--- src/design/monitor_pkg.sv ---
// Shared constants and types for the monitor configuration and alert slice
package monitor_pkg;
  // ----------------------------------------------------------------
  // Bus geometry
  // ----------------------------------------------------------------
  localparam int unsigned ADDR_W = 10;
  localparam int unsigned DATA_W = 32;
  localparam int unsigned REG_W = 8;
  localparam int unsigned IDX_W = 8;
  // ----------------------------------------------------------------
  // Register indices (byte address is four times the index)
  // ----------------------------------------------------------------
  localparam logic [IDX_W-1:0] IDX_REMOTE_TWO_OFFSET = 8'h72;
  localparam logic [IDX_W-1:0] IDX_CONFIG_TWO = 8'h73;
  localparam logic [IDX_W-1:0] IDX_ALERT_MASK_ONE = 8'h74;
  localparam logic [IDX_W-1:0] IDX_LIMIT_STATUS = 8'h80;
  localparam logic [IDX_W-1:0] IDX_FAULT_STATUS = 8'h81;
  localparam logic [IDX_W-1:0] IDX_IRQ_STATUS = 8'h82;
  localparam logic [IDX_W-1:0] IDX_IRQ_MASK = 8'h83;
  localparam logic [IDX_W-1:0] IDX_REMOTE_TWO_RESULT = 8'h84;
  localparam logic [REG_W-1:0] REG_RESET = 8'h00;
  // ----------------------------------------------------------------
  // Field positions
  // ----------------------------------------------------------------
  localparam int unsigned NUM_FANS = 4;
  localparam int unsigned CFG_AVG_DIS = 4;
  localparam int unsigned CFG_ATTENUATOR_BYPASS = 5;
  localparam int unsigned CFG_SINGLE = 6;
  localparam int unsigned NUM_MON_CH = 7;
  localparam int unsigned MASK_SECOND_EN = 7;
  localparam int unsigned NUM_FAULTS = 8;
  localparam int unsigned IRQ_W = 2;
  localparam int unsigned IRQ_ALERT = 0;
  localparam int unsigned IRQ_SCAN_DONE = 1;
  localparam int unsigned AVG_SAMPLES = 16;
  // ----------------------------------------------------------------
  // Conversion channel codes
  // ----------------------------------------------------------------
  typedef enum logic [2:0] {
    CH_2V5 = 3'h0,
    CH_CORE = 3'h1,
    CH_SUPPLY = 3'h2,
    CH_5V = 3'h3,
    CH_12V = 3'h4,
    CH_REMOTE_ONE = 3'h5,
    CH_LOCAL = 3'h6,
    CH_REMOTE_TWO = 3'h7
  } channel_e;
endpackage

--- src/design/monitor_config_alert.sv ---
// Top of the monitor configuration, offset and alert mask register slice
module monitor_config_alert
  import monitor_pkg::*;
#(
  parameter int unsigned AVG_COUNT = AVG_SAMPLES
)(
  input wire logic clk, // System clock, 10 MHz
  input wire logic rst, // Synchronous reset, active high
  input wire logic [ADDR_W-1:0] avs_address, // Byte address
  input wire logic avs_read, // Read request
  input wire logic avs_write, // Write request
  input wire logic [DATA_W-1:0] avs_writedata, // Write data
  input wire logic [3:0] avs_byteenable, // Byte lanes
  output logic [DATA_W-1:0] avs_readdata, // Read data
  output logic avs_waitrequest, // Stall the master
  output logic irq, // Level interrupt
  input wire logic [7:0] remote_two_raw, // Raw remote-two reading
  input wire logic remote_two_raw_valid, // Raw reading strobe
  output logic [7:0] remote_two_temp, // Offset-corrected reading
  output logic [NUM_FANS-1:0] fan_two_wire_select, // Per-fan 2-wire sensing
  output logic attenuator_bypass, // Input dividers disconnected
  input wire logic [2:0] single_channel_sel, // Top bits of the limit register
  input wire logic ext_start_enable, // Test bit for external start
  input wire logic ext_start_in, // External start on a fan sense input
  input wire logic adc_done, // Converter finished a sample
  output logic adc_start, // Start one sample
  output monitor_pkg::channel_e adc_channel, // Channel to convert
  output logic result_valid, // Averaged result ready
  input wire logic [NUM_MON_CH-1:0] limit_event, // Out-of-limit per channel
  input wire logic [NUM_FAULTS-1:0] fault_event, // Second-group faults
  input wire logic [7:0] alert_mask_two, // Second mask register
  input wire logic alert_enable, // Alert-enable bit of later config
  input wire logic fan_two_pwm, // Fan two drive level
  output logic shared_pin_o, // Shared pin output value
  output logic shared_pin_oe_n // Shared pin enable, low drives
);
  import monitor_pkg::*;

  // ----------------------------------------------------------------
  // State
  // ----------------------------------------------------------------
  typedef struct packed {
    logic ack;
    logic [DATA_W-1:0] rdata;
    logic [REG_W-1:0] offset;
    logic [REG_W-1:0] cfg;
    logic [REG_W-1:0] mask;
    logic [IRQ_W-1:0] irq_st;
    logic [IRQ_W-1:0] irq_msk;
    logic [REG_W-1:0] temp;
    logic alert_prev;
    logic pin_o;
    logic pin_oe_n;
  } top_s;

  top_s q, d;
  logic req;
  logic wr_go;
  logic [IDX_W-1:0] idx;
  logic [NUM_MON_CH-1:0] limit_clear;
  logic [NUM_FAULTS-1:0] fault_clear;
  logic [NUM_MON_CH-1:0] limit_status;
  logic [NUM_FAULTS-1:0] fault_status;
  logic alert;
  logic scan_done;

  function automatic logic hit(input logic [IDX_W-1:0] a, input logic [IDX_W-1:0] r);
    hit = (a == r);
  endfunction

  function automatic logic [DATA_W-1:0] widen(input logic [REG_W-1:0] v);
    widen = {{(DATA_W-REG_W){1'b0}}, v};
  endfunction

  // ----------------------------------------------------------------
  // Submodules
  // ----------------------------------------------------------------
  single_channel_mode_sequencer #(.AVG_COUNT(AVG_COUNT)) u_seq (
    .clk(clk),
    .rst(rst),
    .single_channel_mode(q.cfg[CFG_SINGLE]),
    .averaging_disable(q.cfg[CFG_AVG_DIS]),
    .single_channel_sel(single_channel_sel),
    .ext_start_enable(ext_start_enable),
    .ext_start_in(ext_start_in),
    .adc_done(adc_done),
    .adc_start(adc_start),
    .adc_channel(adc_channel),
    .result_valid(result_valid),
    .scan_done(scan_done)
  );

  alert_mask u_alert (
    .clk(clk),
    .rst(rst),
    .mask_one(q.mask),
    .mask_two(alert_mask_two),
    .limit_event(limit_event),
    .fault_event(fault_event),
    .limit_clear(limit_clear),
    .fault_clear(fault_clear),
    .limit_status(limit_status),
    .fault_status(fault_status),
    .alert(alert)
  );

  // ----------------------------------------------------------------
  // Bus decode
  // ----------------------------------------------------------------
  // One wait state: the request is seen, then answered on the next edge
  assign req = avs_read || avs_write;
  assign avs_waitrequest = req && !q.ack;
  assign wr_go = avs_write && q.ack && avs_byteenable[0];
  assign idx = avs_address[ADDR_W-1:2];
  // Clear strobes fire only in the acknowledge cycle, so a held write clears once
  assign limit_clear = (wr_go && hit(idx, IDX_LIMIT_STATUS))
    ? avs_writedata[NUM_MON_CH-1:0] : '0;
  assign fault_clear = (wr_go && hit(idx, IDX_FAULT_STATUS))
    ? avs_writedata[NUM_FAULTS-1:0] : '0;

  // ----------------------------------------------------------------
  // Next state
  // ----------------------------------------------------------------
  always_comb
  begin
    d = q;
    d.ack = req && !q.ack;
    if (avs_read && !q.ack)
    begin
      // Unmapped indices read as zero
      if (hit(idx, IDX_REMOTE_TWO_OFFSET))
        d.rdata = widen(q.offset);
      else if (hit(idx, IDX_CONFIG_TWO))
        d.rdata = widen(q.cfg);
      else if (hit(idx, IDX_ALERT_MASK_ONE))
        d.rdata = widen(q.mask);
      else if (hit(idx, IDX_LIMIT_STATUS))
        d.rdata = widen({1'b0, limit_status});
      else if (hit(idx, IDX_FAULT_STATUS))
        d.rdata = widen(fault_status);
      else if (hit(idx, IDX_IRQ_STATUS))
        d.rdata = widen({{(REG_W-IRQ_W){1'b0}}, q.irq_st});
      else if (hit(idx, IDX_IRQ_MASK))
        d.rdata = widen({{(REG_W-IRQ_W){1'b0}}, q.irq_msk});
      else if (hit(idx, IDX_REMOTE_TWO_RESULT))
        d.rdata = widen(q.temp);
      else
        d.rdata = '0;
    end
    if (wr_go)
    begin
      // Every field sits in byte lane 0; the upper lanes carry nothing
      if (hit(idx, IDX_REMOTE_TWO_OFFSET))
      begin
        d.offset = avs_writedata[REG_W-1:0];
      end
      if (hit(idx, IDX_CONFIG_TWO))
      begin
        d.cfg = avs_writedata[REG_W-1:0];
      end
      if (hit(idx, IDX_ALERT_MASK_ONE))
      begin
        d.mask = avs_writedata[REG_W-1:0];
      end
      if (hit(idx, IDX_IRQ_MASK))
      begin
        d.irq_msk = avs_writedata[IRQ_W-1:0];
      end
      if (hit(idx, IDX_IRQ_STATUS))
      begin
        d.irq_st = q.irq_st & ~avs_writedata[IRQ_W-1:0];
      end
    end
    // Events set after the clear so a same-cycle event is kept
    if (alert && !q.alert_prev)
    begin
      d.irq_st[IRQ_ALERT] = 1'b1;
    end
    if (scan_done)
    begin
      d.irq_st[IRQ_SCAN_DONE] = 1'b1;
    end
    d.alert_prev = alert;
    // Two's complement offset; the sum wraps rather than saturates
    if (remote_two_raw_valid)
    begin
      d.temp = REG_W'(remote_two_raw + q.offset);
    end
    // Released rather than driven high, so other open-drain sources can share the line
    // SMBALERT is open drain and active low; otherwise the pin is a push-pull drive
    if (alert_enable)
    begin
      d.pin_o = 1'b0;
      d.pin_oe_n = !alert;
    end
    else
    begin
      d.pin_o = fan_two_pwm;
      d.pin_oe_n = 1'b0;
    end
  end

  always_ff @(posedge clk)
  begin
    if (rst)
    begin
      q <= '{
        ack: 1'b0,
        rdata: '0,
        offset: REG_RESET,
        cfg: REG_RESET,
        mask: REG_RESET,
        irq_st: '0,
        irq_msk: '0,
        temp: REG_RESET,
        alert_prev: 1'b0,
        pin_o: 1'b0,
        pin_oe_n: 1'b1
      };
    end
    else
    begin
      q <= d;
    end
  end

  // ----------------------------------------------------------------
  // Outputs
  // ----------------------------------------------------------------
  assign avs_readdata = q.rdata;
  assign irq = |(q.irq_st & q.irq_msk);
  assign remote_two_temp = q.temp;
  assign fan_two_wire_select = q.cfg[NUM_FANS-1:0];
  assign attenuator_bypass = q.cfg[CFG_ATTENUATOR_BYPASS];
  assign shared_pin_o = q.pin_o;
  assign shared_pin_oe_n = q.pin_oe_n;

  // ----------------------------------------------------------------
  // Checks
  // ----------------------------------------------------------------
  a_offset_applied: assert property (@(posedge clk) disable iff (rst)
    remote_two_raw_valid |=> remote_two_temp == 8'($past(remote_two_raw) + $past(q.offset)))
    else $error("remote-two reading not corrected by the offset");
  a_fan_select: assert property (@(posedge clk) disable iff (rst)
    wr_go && hit(idx, IDX_CONFIG_TWO)
    |=> fan_two_wire_select == $past(avs_writedata[NUM_FANS-1:0]))
    else $error("fan sensing select did not follow the configuration write");
  a_attenuator_bypass_follow: assert property (@(posedge clk) disable iff (rst)
    wr_go && hit(idx, IDX_CONFIG_TWO) |=> attenuator_bypass == $past(avs_writedata[CFG_ATTENUATOR_BYPASS]))
    else $error("attenuator bypass did not follow the configuration write");
  a_rsvd_bit_rw: assert property (@(posedge clk) disable iff (rst)
    avs_read && q.ack && hit(idx, IDX_CONFIG_TWO) |-> avs_readdata[REG_W-1:0] == q.cfg)
    else $error("configuration readback lost the reserved bit");
  a_status_kept: assert property (@(posedge clk) disable iff (rst)
    limit_event[0] |=> limit_status[0])
    else $error("masked out-of-limit condition not recorded");
  a_pin_mux: assert property (@(posedge clk) disable iff (rst)
    !alert_enable ##1 !alert_enable |-> !shared_pin_oe_n && shared_pin_o == $past(fan_two_pwm))
    else $error("shared pin not driven as fan two output");
  a_alert_drive: assert property (@(posedge clk) disable iff (rst)
    alert_enable && alert |=> !shared_pin_oe_n && !shared_pin_o || !$past(alert_enable))
    else $error("alert not driven low on the shared pin");
  a_pin_released: assert property (@(posedge clk) disable iff (rst)
    alert_enable && !alert
    |=> shared_pin_oe_n)
    else $error("shared pin pulled low with no alert pending");
  a_fault_kept: assert property (@(posedge clk) disable iff (rst)
    fault_event != '0
    |=> (fault_status & $past(fault_event)) == $past(fault_event))
    else $error("fault condition not recorded");
  a_mask_write: assert property (@(posedge clk) disable iff (rst)
    wr_go && hit(idx, IDX_ALERT_MASK_ONE)
    |=> q.mask == $past(avs_writedata[REG_W-1:0]))
    else $error("first mask register did not take the written value");
  a_offset_kept: assert property (@(posedge clk) disable iff (rst)
    !(wr_go && hit(idx, IDX_REMOTE_TWO_OFFSET))
    |=> q.offset == $past(q.offset))
    else $error("offset changed without a write");
  a_cfg_kept: assert property (@(posedge clk) disable iff (rst)
    !(wr_go && hit(idx, IDX_CONFIG_TWO))
    |=> q.cfg == $past(q.cfg))
    else $error("configuration changed without a write");
  // Bus answers after exactly one wait state; a longer stall would hang the master
  a_bus_one_wait: assert property (@(posedge clk) disable iff (rst)
    avs_waitrequest
    |=> !avs_waitrequest)
    else $error("bus request stalled for more than one wait state");
endmodule // monitor_config_alert

--- src/design/single_channel_mode_sequencer.sv ---
// Conversion sequencer: round-robin scan, single-channel mode and averaging
module single_channel_mode_sequencer
  import monitor_pkg::*;
#(
  parameter int unsigned AVG_COUNT = AVG_SAMPLES
)(
  input wire logic clk, // System clock
  input wire logic rst, // Synchronous reset, active high
  input wire logic single_channel_mode, // Convert one channel only
  input wire logic averaging_disable, // One sample per result
  input wire logic [2:0] single_channel_sel, // Channel code in single mode
  input wire logic ext_start_enable, // External start in single mode
  input wire logic ext_start_in, // External start clock level
  input wire logic adc_done, // Converter finished a sample
  output logic adc_start, // Start one sample, one-cycle pulse
  output monitor_pkg::channel_e adc_channel, // Channel being converted
  output logic result_valid, // Result complete, one-cycle pulse
  output logic scan_done // Full scan complete, one-cycle pulse
);
  import monitor_pkg::*;

  typedef enum logic [1:0] {S_IDLE, S_START, S_WAIT} seq_state_e;
  typedef struct packed {
    seq_state_e st;
    channel_e ch;
    logic [7:0] cnt;
    logic ext_prev;
    logic start;
    logic valid;
    logic done;
  } seq_s;

  localparam logic [7:0] LAST_SAMPLE = 8'(AVG_COUNT - 1);
  seq_s q, d;

  always_comb
  begin
    d = q;
    d.start = 1'b0;
    d.valid = 1'b0;
    d.done = 1'b0;
    d.ext_prev = ext_start_in;
    case (q.st)
      S_IDLE:
      begin
        if (single_channel_mode)
        begin
          d.ch = channel_e'(single_channel_sel);
          if (!ext_start_enable || (ext_start_in && !q.ext_prev))
          begin
            d.st = S_START;
          end
        end
        else
        begin
          d.st = S_START;
        end
      end
      S_START:
      begin
        d.start = 1'b1;
        d.st = S_WAIT;
      end
      S_WAIT:
      begin
        if (adc_done)
        begin
          d.st = S_IDLE;
          if (averaging_disable || q.cnt == LAST_SAMPLE)
          begin
            d.cnt = 8'h00;
            d.valid = 1'b1;
            if (!single_channel_mode)
            begin
              d.ch = channel_e'(q.ch + 3'h1);
              d.done = (q.ch == CH_REMOTE_TWO);
            end
          end
          else
          begin
            d.cnt = q.cnt + 8'h01;
          end
        end
      end
      default: d.st = S_IDLE;
    endcase
  end

  always_ff @(posedge clk)
  begin
    if (rst)
    begin
      q <= '{st: S_IDLE, ch: CH_2V5, cnt: 8'h00, default: 1'b0};
    end
    else
    begin
      q <= d;
    end
  end

  assign adc_start = q.start;
  assign adc_channel = q.ch;
  assign result_valid = q.valid;
  assign scan_done = q.done;

  a_single_holds_channel: assert property (@(posedge clk) disable iff (rst)
    q.st == S_START && $past(single_channel_mode)
    |-> q.ch == channel_e'($past(single_channel_sel)))
    else $error("single mode converted a channel other than the selected one");
  a_avg_off_one: assert property (@(posedge clk) disable iff (rst)
    averaging_disable && q.st == S_WAIT && adc_done
    |=> result_valid)
    else $error("result withheld although averaging is disabled");
  a_ext_start_wait: assert property (@(posedge clk) disable iff (rst)
    single_channel_mode && ext_start_enable && q.st == S_IDLE
      && !(ext_start_in && !q.ext_prev)
    |=> q.st == S_IDLE)
    else $error("single conversion started without an external edge");
endmodule // single_channel_mode_sequencer

--- src/design/alert_mask.sv ---
// Out-of-limit and fault status recording with alert masking
module alert_mask
  import monitor_pkg::*;
(
  input wire logic clk, // System clock
  input wire logic rst, // Synchronous reset, active high
  input wire logic [7:0] mask_one, // First mask register
  input wire logic [7:0] mask_two, // Second mask register
  input wire logic [NUM_MON_CH-1:0] limit_event, // Channel out of limit
  input wire logic [NUM_FAULTS-1:0] fault_event, // Second-group faults
  input wire logic [NUM_MON_CH-1:0] limit_clear, // Write-one-to-clear
  input wire logic [NUM_FAULTS-1:0] fault_clear, // Write-one-to-clear
  output logic [NUM_MON_CH-1:0] limit_status, // Sticky limit status
  output logic [NUM_FAULTS-1:0] fault_status, // Sticky fault status
  output logic alert // Unmasked condition pending
);
  import monitor_pkg::*;

  typedef struct packed {
    logic [NUM_MON_CH-1:0] lim;
    logic [NUM_FAULTS-1:0] flt;
    logic al;
  } am_s;

  am_s q, d;
  logic [NUM_FAULTS-1:0] eff_mask_two;

  always_comb
  begin
    // Second mask only counts while the enable bit is set
    eff_mask_two = mask_one[MASK_SECOND_EN] ? mask_two : '0;
    // Status records regardless of masks; a new event beats a clear
    d.lim = (q.lim & ~limit_clear) | limit_event;
    d.flt = (q.flt & ~fault_clear) | fault_event;
    d.al = |(d.lim & ~mask_one[NUM_MON_CH-1:0]) | |(d.flt & ~eff_mask_two);
  end

  always_ff @(posedge clk)
  begin
    if (rst)
    begin
      q <= '0;
    end
    else
    begin
      q <= d;
    end
  end

  assign limit_status = q.lim;
  assign fault_status = q.flt;
  assign alert = q.al;

  a_mask_blocks_alert: assert property (@(posedge clk) disable iff (rst)
    (q.lim & ~$past(mask_one[NUM_MON_CH-1:0])) == '0 && q.flt == '0 |-> !alert)
    else $error("alert raised while every limit bit was masked");
  a_second_mask_gate: assert property (@(posedge clk) disable iff (rst)
    $past(!mask_one[MASK_SECOND_EN]) && $past(d.flt) != '0 |-> alert)
    else $error("second mask took effect while its enable was clear");
endmodule // alert_mask

--- config.mk ---
export PLATFORM = sky130hd
export DESIGN_NAME = monitor_config_alert
export DESIGN_NICKNAME = d
export VERILOG_FILES = /design/src/design/monitor_pkg.sv /design/src/design/monitor_config_alert.sv /design/src/design/single_channel_mode_sequencer.sv /design/src/design/alert_mask.sv
export SDC_FILE = /design/constraint.sdc
export NUM_CORES = 1
export LEC_CHECK = 0
export BUFFER_PORTS_ARGS = -buffer_cell sky130_fd_sc_hd__buf_2
export CORE_MARGIN = 2
export CORE_UTILIZATION = 55
export CTS_BUF_LIST = sky130_fd_sc_hd__clkbuf_2 sky130_fd_sc_hd__clkbuf_4 sky130_fd_sc_hd__clkbuf_8
export CTS_CLUSTER_DIAMETER = 40
export CTS_CLUSTER_SIZE = 10
export DETAILED_ROUTE_END_ITERATION = 7
export GPL_ROUTABILITY_DRIVEN = 0
export PLACE_DENSITY = 0.83
export SKIP_CTS_REPAIR_TIMING = 1
export SYNTH_ARGS = -nofsm -noshare
export SYNTH_HDL_FRONTEND = slang
export SYNTH_SLANG_ARGS = --single-unit
--- constraint.sdc ---
create_clock -name clk -period 3.4 [get_ports clk]
set_clock_uncertainty 0.05 [all_clocks]
set_input_delay 0.68 -clock clk [delete_from_list [all_inputs] [get_ports clk]]
set_output_delay 0.68 -clock clk [all_outputs]
set_load 0.005 [all_outputs]
==> impl_metrics.csv <==
group,metric,value,unit
route,vias_per_cell,5.73,
sta,hold_viol,0,
placement,numPortBuffers,90,
placement,place_hpwl,8270,um
die,ios,144,
critical_path,criticalPathCategory,"in2reg",
global_routing,grt_usage,25.9,%
clock_tree,cts.clk_slew.worst_paths,0.08,ns
synthesis,async_flop_share,0,%
synthesis,muxShareOfSynthArea,7.07,%
critical_path,start_kind,"primary input",
synthesis,syn_area,4390,sq um
die,die_w,93.3,um
critical_path,cp.required,3.59,ns
finish,diodes,0,
pwr,p_per_area,409,nW/um^2
global_routing,grt-ovfl-total,0,
outcome,status,"finished clean",
sta,report.final.slew_viol_count,0,
critical_path,worstPathMaxFanout,13,
sta,clock.fmax,367,MHz
placement,dp_cells,678,
critical_path,cp_data_arrival_time,2.91,ns
sta,tns,0,ns
clock_tree,cts.path.max_buffers,2,
synthesis,synthXorXnorAreaFrac,2.19,%
global_routing,grt_max_degree,68,
flow_run,cap_violations,0,
sta,worstMarginPinSlew,0.717,ns
critical_path,crit_path_end_kind,"flip-flop",
synthesis,yosysSeqAreaShare,36.9,%
sta,rsz0062_at_grt,"false",
finish,nets,688,
synthesis,yosys_most_used_dff,"dfxtp_1",
sta,finalCritPeriodShare,80.2,%
route,routed_wl,11200,um
synthesis,synth_compound_area_share,16.7,%
route,drt_pass1_iterations,4,
sta,setup_viol,0,
synthesis,ys_seq_elements,81,
route,num_vias,3979,
die,std_cell_rows,32,
worst_hold_path,hold_path.class,"reg2reg",
pwr,irDropWorstVdd,0.299,mV
synthesis,synthAdderAreaFrac,3.31,%
synthesis,synthCells,528,
synthesis,avgSynthCellArea,8.31,sq um
die,die-area,8710,sq um
route,route.detailed.drc,0,
synthesis,synth_top_area_share,36.9,%
synthesis,synthDistinctLibCells,62,
pwr,total_power,1.98,mW
synthesis,yosysWarnings,0,
clock_tree,cts_made_buffers,9,
finish,stdcell_count,694,
synthesis,yosys-top-cells-area,"dfxtp_1, buf_4, nor2_1",
die,die_h,93.3,um
route,ant_nets,0,
route,wl_per_cell,16.1,um
global_routing,grt_antenna_before_repair,0,
global_routing,first_global_vias,3671,
die,core-area,7730,sq um
global_routing,grt_pass1_wl,17400,um
clock_tree,clk_latency,0.36,ns
finish,fill_cells,682,
placement,dp_slack,0.328,ns
die,initial_utilization,56.8,%
pwr,p_leak,2.12,nW
clock_tree,cts_root_buf,"clkbuf_8",
sta,slew_headroom,52.2,%
clock_tree,cts_sinks,81,
clock_tree,htreeDepth,3,
sta,period_minus_slack,2.73,ns
route,drt-initial-drc-count,361,
finish,area_delta_synth_final,10.5,%
synthesis,yosysTopAreaCell,"dfxtp_1",
finish,drive_gt1_share,20.9,%
sta,setup_ws,0.674,ns
synthesis,synth_edf_count,0,
clock_tree,cts_tree,"built",
synthesis,synthSimpleGateAreaFrac,21.5,%
synthesis,synth_top_family_by_area,"simple AND/OR/NAND/NOR gates",
[routing by layer]
layer	vias up	global-route usage, %	wire, um
met3	31	6.45	814
met2	196	43.2	5400
li1	1908	-	-
met1	1844	31.7	4580
met5	-	0	0
met4	0	11.2	377
[flip-flops by register name, indices dropped and copies added, names as in the netlist]
name	cells
u_alert.alert	1
u_seq.scan_done	1
remote_two_temp	8
shared_pin_o	1
avs_readdata	8
fan_two_wire_select	4
shared_pin_oe_n	1
attenuator_bypass	1
u_seq.adc_channel	3
q	25
u_seq.adc_start	1
u_alert.limit_status	7
u_seq.q	11
u_seq.result_valid	1
u_alert.fault_status	8
[cell usage after synthesis, drive strengths merged, types with 3 or more instances]
cell type and count:
nor2 83, dfxtp 81, buf 60, a21oi 49
nand2 33, mux2i 31, a211oi 23, nand3 19
inv 15, clkbuf 13, nor2b 13, o22ai 12
ha 10, nor3 10, nand4 7, xor2 7
a31oi 4, and3 4, nand3b 4, o21ai 4
xnor2 4, o21bai 3
[layout make-up]
cell class | count | area (sq um) | share of cell area [%]
multi-input combinational | 382 | 2320 | 47.8
sequential | 81 | 1620 | 33.4
timing repair buffer | 98 | 510 | 10.5
clock buffer | 14 | 180 | 3.71
tap | 102 | 128 | 2.63
inverter | 15 | 56.3 | 1.16
clock inverter | 2 | 35.0 | 0.722
[cells in the final DEF, fill, tap and decap left out, types with 4 or more instances in the layout]
master    Yosys  layout
a211oi_1     23      23
a21oi_1      47      47
a31oi_1       4       4
and3_1        4       4
buf_2         6      90
buf_4        50       8
clkbuf_8      0      12
conb_1        1      24
dfxtp_1      81      81
ha_1         10      10
inv_1        15      15
mux2i_1      31      31
nand2_1      33      33
nand3_1      19      19
nand3b_1      4       4
nand4_1       6       6
nor2_1       83      83
nor2b_1      13      13
nor3_1        7       7
o22ai_1      12      12
xnor2_1       4       4
xor2_1        7       7
[worst max-delay path, cell delays in order]
cell and delay (ns):
buf_2 0.09, and3_1 0.41, and4_1 0.55, buf_4 0.22, nand2_1 0.06, a21oi_1 0.31
a31oi_1 0.15, o41a_1 0.43
[stage by stage]
stage               hold WS [ns]  area, sq um  utilization, %
global placement           0.377         4640            60.0
global route               0.453         4850            62.8
CTS                        0.413         4850            62.8
floorplan                  0.363         4480               -
detailed placement         0.394         4640            60.0
finish                     0.418         4850            62.8
[final timing paths]
kind | from | endpoint | slack (ns) | cells past startpoint
setup / recovery | avs_write | u_alert.alert | 0.67 | 8
hold / removal | u_seq.scan_done | q[14] | 0.42 | 2
setup reg to reg | q[71] | u_alert.alert | 0.69 | 7
hold reg to reg | u_seq.scan_done | q[14] | 0.42 | 2
[where the power goes]
part           switching (mW)  leakage [nW]  internal [mW]
sequential             0.0244         0.663          0.981
combinational           0.135          1.34         0.0917
clock                   0.335         0.114          0.415
total                   0.495          2.12           1.49
[kinds of logic after synthesis]
logic type               after synthesis
AND/OR/NAND/NOR                      191
AO/OA/AOI/OAI                        114
buffers and inverters                 88
flip-flops                            81
multiplexers                          31
adder cells (fa/ha/maj)               11
XOR/XNOR                              11
other                                  1
Power figures use the tool's default switching activity.
